--- src/or_ld_defs.svh ---
`ifndef OR_LD_DEFS_SVH
`define OR_LD_DEFS_SVH
`define IW_TOP_HI 13
`define IW_TOP_LO 12
`define IW_OP_HI 11
`define IW_OP_LO 8
`define IW_LIT_HI 11
`define IW_LIT_MID 10
`define IW_DEST_BIT 7
`define IW_FA_HI 6
`define IW_FA_LO 0
`define IW_K_HI 7
`define IW_K_LO 0
`define TOP_ALU 2'h0
`define TOP_LIT 2'h3
`define OP_IOR 4'h4
`define LIT_LOAD_SEL 2'h0
`define ACC_RESET 8'h00
`endif

--- src/or_ld_pkg.sv ---
`include "or_ld_defs.svh"
package or_ld_pkg;
    typedef enum logic [1:0] {PH_DECODE, PH_READ, PH_PROC, PH_WRITE} phase_e;
    typedef enum logic [1:0] {OP_NONE, OP_IOR, OP_LDL} op_e;
    typedef struct packed {
        logic wr;
        logic [6:0] addr;
        logic [7:0] data;
    } file_wr_s;
endpackage : or_ld_pkg

--- src/or_and_literal_load_exec.sv ---
// Function
// (RULE1) OR accumulator with file, d=0 to accumulator
// (RULE2) d=1 writes file, accumulator kept
// (RULE3) Literal load copies 8-bit literal to accumulator
// (RULE4) Two literal opcode bits are don't-care
// (RULE5) One cycle, four phases; OR sets zero
`timescale 1ns/1ps
`include "or_ld_defs.svh"
module or_and_literal_load_exec
    import or_ld_pkg::*;
(
    input wire logic ref_clk,
    input wire logic rst_n,
    input wire logic clk_en,
    input wire logic [13:0] instr,
    input wire logic [7:0] file_rdata,
    output logic [6:0] file_raddr,
    output file_wr_s file_wr,
    output logic [7:0] accum,
    output logic zero_flag,
    output logic zero_wr,
    output logic [1:0] phase,
    output logic busy
);
    phase_e ph, next_ph;
    op_e op, next_op;
    logic [13:0] iw, next_iw;
    logic [7:0] opnd, next_opnd;
    logic [7:0] res, next_res;
    logic [7:0] next_accum;
    logic next_zero_flag, next_zero_wr;
    file_wr_s next_file_wr;

    function automatic op_e decode(input logic [13:0] w);
        decode = OP_NONE;
        if (w[`IW_TOP_HI:`IW_TOP_LO] == `TOP_ALU &&
            w[`IW_OP_HI:`IW_OP_LO] == `OP_IOR)
            decode = OP_IOR;
        // Low two opcode bits ignored in the literal form
        if (w[`IW_TOP_HI:`IW_TOP_LO] == `TOP_LIT &&
            w[`IW_LIT_HI:`IW_LIT_MID] == `LIT_LOAD_SEL) // see RULE4
            decode = OP_LDL;
    endfunction : decode

    assign file_raddr = iw[`IW_FA_HI:`IW_FA_LO];
    assign phase = ph;
    assign busy = (op != OP_NONE);

    always_comb
    begin
        next_ph = ph;
        next_op = op;
        next_iw = iw;
        next_opnd = opnd;
        next_res = res;
        next_accum = accum;
        next_zero_flag = zero_flag;
        next_zero_wr = 1'b0;
        next_file_wr = '0;
        if (clk_en)
        begin
            // Phase counter advances only on an enabled edge: every instruction is one cycle
            unique case (ph)
                PH_DECODE: // see RULE5
                begin
                    next_iw = instr;
                    next_op = decode(instr);
                    next_ph = PH_READ;
                end
                PH_READ:
                begin
                    if (op == OP_LDL)
                        next_opnd = iw[`IW_K_HI:`IW_K_LO]; // see RULE3
                    else
                        next_opnd = file_rdata;
                    next_ph = PH_PROC;
                end
                PH_PROC:
                begin
                    if (op == OP_IOR)
                        next_res = accum | opnd; // see RULE1
                    else
                        next_res = opnd;
                    next_ph = PH_WRITE;
                end
                PH_WRITE:
                begin
                    if (op == OP_IOR)
                    begin
                        next_zero_flag = (res == 8'h00); // see RULE5
                        next_zero_wr = 1'b1;
                        if (iw[`IW_DEST_BIT])
                        begin
                            next_file_wr.wr = 1'b1; // see RULE2
                            next_file_wr.addr = iw[`IW_FA_HI:`IW_FA_LO];
                            next_file_wr.data = res;
                        end
                        else
                            next_accum = res; // see RULE1
                    end
                    else if (op == OP_LDL)
                        next_accum = res; // see RULE3
                    next_op = OP_NONE;
                    next_ph = PH_DECODE;
                end
            endcase
        end
    end

    always_ff @(posedge ref_clk or negedge rst_n)
    begin
        if (!rst_n)
        begin
            ph <= PH_DECODE;
            op <= OP_NONE;
            iw <= '0;
            opnd <= '0;
            res <= '0;
            accum <= `ACC_RESET;
            zero_flag <= 1'b0;
            zero_wr <= 1'b0;
            file_wr <= '0;
        end
        else
        begin
            ph <= next_ph;
            op <= next_op;
            iw <= next_iw;
            opnd <= next_opnd;
            res <= next_res;
            accum <= next_accum;
            zero_flag <= next_zero_flag;
            zero_wr <= next_zero_wr;
            file_wr <= next_file_wr;
        end
    end
endmodule : or_and_literal_load_exec

--- config.mk ---
export PLATFORM = sky130hd
export DESIGN_NAME = or_and_literal_load_exec
export DESIGN_NICKNAME = d
export VERILOG_FILES = /design/src/or_ld_pkg.sv /design/src/or_and_literal_load_exec.sv
export VERILOG_INCLUDE_DIRS = /design/src /design/src/src
export SDC_FILE = /design/constraint.sdc
export NUM_CORES = 1
export LEC_CHECK = 0
export BUFFER_PORTS_ARGS = -buffer_cell sky130_fd_sc_hd__buf_2
export CAP_MARGIN = 20
export CORE_UTILIZATION = 35
export DETAILED_ROUTE_END_ITERATION = 12
export PLACE_DENSITY = 0.55
export RECOVER_POWER = 25
export SLEW_MARGIN = 25
export SYNTH_ARGS = -nofsm -noshare
export SYNTH_HDL_FRONTEND = slang
export SYNTH_SLANG_ARGS = --single-unit
--- constraint.sdc ---
create_clock -name ref_clk -period 1.68 [get_ports ref_clk]
set_input_delay 0.42 -clock ref_clk [delete_from_list [all_inputs] [get_ports ref_clk]]
set_output_delay 0.42 -clock ref_clk [all_outputs]
set_load 0.02 [all_outputs]
[Word-level counts from Yosys, hierarchy flattened]
Index checks and enable logic that the tools add are counted.
Cells by class
  equality and inequality tests: 8
  muxes and demuxes: 16
  bitwise operators: 1
  reductions and logical operators: 15
Operators by type and width (number)
  $mux 16: 4
  $mux 8: 5
  $eq 2x2->1 const B: 4
  $logic_not 8->1: 1
  $or 8x8->8: 1
  $pmux 2 s4: 1
  $reduce_and 2->1: 4
  $logic_not 2->1: 3
  $reduce_bool 2->1: 3
  $eq 2x1->1 const B: 2
  $eq 4x3->1 const B: 1
  $mux 1: 4
  $pmux 2 s2: 1
  $reduce_and 4->1: 1
  $reduce_and 3->1: 1
  $logic_and 1x1->1: 2
  $mux 2: 1
  $ne 2x2->1 const B: 1
Storage, ports and cells
  bits of input ports: 25
  flip-flop bits (word level): 54
  output and inout bits: 36
  logic and storage cells: 51

[Logic depth before layout (Yosys ltp)]
  depth in word-level cells: 5
  mapped depth: 7
  mapped depth without buffers: 5

[Least setup slack after synthesis]
OpenSTA, ideal clock, no wires.
  kind: reg2reg
  start: register ph[0], in the netlist phase[0]
  end: register accum[0]
  arrival: 1354 ps
  required time: 1555 ps
  path slack: 201 ps
  buffers on the path: 0
  cell stages (with the launch flop): 5
  cells stage by stage: dfrtp_1 ha_1 and2_2 o21ai_4 mux2_2
On the way
  cells in the longest elaborated chain, start to end: 2
Ends and longest elaborated chain
  start: declaration: RTL line or_and_literal_load_exec.sv:25  | phase_e ph, next_ph;
  start signal: assignment: RTL line or_and_literal_load_exec.sv:126  | ph <= next_ph;
  $eq 2x2->1: RTL line or_and_literal_load_exec.sv:63  | unique case (ph)
  $reduce_and 4->1 (no line)
  end signal: assignment: RTL line or_and_literal_load_exec.sv:119  | accum <= `ACC_RESET;
  end signal: assignment: RTL line or_and_literal_load_exec.sv:131  | accum <= next_accum;
  end: declaration: RTL line or_and_literal_load_exec.sv:19  | output logic [7:0] accum,
No other way between the ends.
A chain may end at the register's enable or synchronous reset.

[Worst setup path in the final report]
  start: register op[1]
  end: output busy
On the way
  cells in the longest elaborated chain, start to end: 1
Ends and longest elaborated chain
  start: declaration: RTL line or_and_literal_load_exec.sv:26  | op_e op, next_op;
  start signal: assignment: RTL line or_and_literal_load_exec.sv:127  | op <= next_op;
  $reduce_bool 2->1: RTL line or_and_literal_load_exec.sv:47  | assign busy = (op != OP_NONE);
  end: declaration: RTL line or_and_literal_load_exec.sv:23  | output logic busy
No other way between the ends.

==> results.md <==
- Synth Area in XOR/XNOR: 0%
- Worst Path Class, Setup: register to primary output
- Largest net degree at the start of global routing: 55
- Worst setup margin: 0.0630 ns
- Synth Area in Compound Gates: 7.55%
- Total wire length: 4250 µm
- Worst-Margin Slew: 1.31 ns
- Sink Count: 54
- Antenna viol nets, final: 0
- H-tree depth: 2
- Final Hold Fails: 0
- Layout cells sized above 1: 38.7%
- Final Cell Area: 0.00268 mm²
- Post-cts resize count: 0
- Final hold slack: 0.298 ns
- Input/output buffers: 60
- Slew headroom: 12.4%
- Crit path max fanout: 6
- Vias per std cell: 4.67
- GPL Wtd Cong: 0.712
- Setup violations, final: 0
- Ports: 61
- Final Skew: 0.00489 ns
- Async set-reset flop share out of synthesis: 100%
- Die area: 0.00672 mm²
- Startpoint Class: register
- Vias in the first global route: 1,418
- CP bufs+invs: 1
- Initial antenna violation count: 0
- Avg Cell Area, Syn: 12.1 µm²
- Worst VDD drop: 0.000750 V
- Synth top area cells: dfrtp_1, mux2_2, a21oi_1, and2_1, mux2i_1
- Endpoint type of the worst setup path: primary output
- CTS Buffer Depth: 2
- Post-Syn Nets: 214
- Total chip power: 4.32 mW
- Cts hold-fix bufs: 0
- Drt wl/cell: 13.4 µm
- Synthesized cell area: 0.00224 mm²
- Ys flop type: dfrtp_1
- Total track usage: 14.2%
- Post-synth EDFFs: 0
- Dpl cells: 310
- Setup TNS: 0 ns
- Power per cell area: 1610 mW/mm²
- Slowest Stage Delay on Critical Path: 0.45 ns
- Seq/Total Area, Yosys: 60.4%
- Top Family by Delay on Critical Path: flip-flops
- Clk_lat worst skew: 0.30 ns
- Area share of the largest cell type after synthesis: 60.4%
- Dominant cell type by area after synthesis: dfrtp_1
- Worst EP required: 1.26 ns
- Post-Synth Simple-Gate Area: 12.9%
- # diodes: 0
- Pre-CTS setup slack: 0.191 ns
- Row count: 28
- Reg clk slew, reported paths: 0.09 ns
- Area Overhead vs Synth: 19.7%
- Leak: 1.39 nW
- Dpl hpwl: 3000 µm
- RSZ-0062 raised after global routing: false
- Fin nets: 271
- Worst path cell trace: or2_2, buf_2
- Post-layout minimum cycle time: 1.62 ns
- Max Cap Viol: 0
- Layout fillers: 610
- Die Span Y: 82.0 µm
- Cells after synthesis: 185
- Post-layout util: 44.4%
- Initial Util: 37.1%
- Postcts setup bufs: 0
- Core Area: 0.00603 mm²
- Min-Delay Path Class: input port to register
- Final Slew Violations: 0
- DIE WIDTH: 82.0 µm
- Fin crit share: 96.2%
- Placed cell areas: 0.00258 mm²
- First-pass GRT wire length: 7030 µm
- FF+latch count, synth: 54
- Gr ovfl total: 0
- Mux cell area share after synthesis: 11.6%
- Largest family of logic cells by synthesized area: simple AND/OR/NAND/NOR gates
- Synthesis Warnings: 0
- Drt first pass iters: 4
- Final Non-Filler Cells: 318
- Via count: 1,485
- Drt drc: 0
- Fmax: 618 MHz
- Worst path arrival time: 1.20 ns
- CTS tree: yes
- Status: complete, no violations
- CP max-delay cell: dfrtp_2
- Inserted Clock Buffers: 5
- DRT iter0 DRCs: 79
- Root buffer cell: clkbuf_8
- Synth cell types: 26
- Adder-cell share of the synthesized area: 2.24%
[final timing paths]
kind / from / end / slack [ns] / cells past startpoint
min: instr[10] / op[1] / 0.30 / 2
min reg2reg: accum[7] / accum[7] / 0.53 / 1
max reg2reg: phase[0] / iw[1] / 0.20 / 4
max: op[1] / busy / 0.06 / 2
min in group asynchronous: rst_n / iw[0] / 0.48 / 2
max in group asynchronous: rst_n / op[1] / 0.32 / 2
[cells by family after synthesis]
group / after synthesis
AOI/OAI and AO/OA: 31
adders and majority gates: 4
buffers and inverters: 19
DFF: 54
muxes: 24
and+or+nand+nor: 53
[report_power, final]
| part | switching, mW | total [mW] | internal [mW] |
|---|---|---|---|
| logic | 0.784 | 1.38 | 0.599 |
| clock network | 0.418 | 0.857 | 0.439 |
| registers | 0.362 | 2.08 | 1.72 |
[cell usage after synthesis, types with 3 or more instances]
| master | n |
|---|---|
| and2_1 | 18 |
| dfrtp_1 | 54 |
| clkbuf_2 | 4 |
| nor2_1 | 17 |
| buf_2 | 3 |
| o21ai_0 | 5 |
| nand2_1 | 4 |
| mux2_2 | 14 |
| mux2i_1 | 8 |
| inv_1 | 3 |
| nor4_1 | 3 |
| buf_4 | 8 |
| ha_1 | 4 |
| a21oi_1 | 24 |
[state kept, by name, indices dropped and copies added, names as in the netlist]
signal     cells
file_wr       16
phase          2
res            8
iw             8
zero_flag      1
zero_wr        1
opnd           8
op             2
accum          8
[cell type report]
| type | count | area [µm²] | share of cell area (%) |
|---|---|---|---|
| inverters | 3 | 11.3 | 0.421 |
| well taps | 75 | 93.8 | 3.50 |
| clock inverters | 3 | 40.0 | 1.50 |
| multi-input cells | 112 | 768 | 28.7 |
| clock buffers | 5 | 68.8 | 2.57 |
| repair buffers | 66 | 343 | 12.8 |
| flip-flops and latches | 54 | 1350 | 50.5 |
[cells in the final DEF (no fill, tap or decap), types with 2 or more instances in the layout]
cell,count
nor2_1,17
clkbuf_8,5
nand3_1,2
mux2_2,14
nor2b_1,2
clkinv_2,2
buf_4,5
nor4_1,3
nand2b_1,2
o21ai_0,5
dfrtp_1,53
a21oi_1,24
nand2_1,4
inv_1,3
mux2i_1,8
mux2_1,2
ha_1,4
buf_2,60
and2_1,18
[routing by layer]
metal	vias to the layer above	wire [µm]	track usage, %
li1	726	-	-
met4	0	50	4.74
met5	-	0	0
met1	701	2030	20.1
met3	8	290	3.89
met2	50	1880	21.0
(Power assumes the default switching activity.)
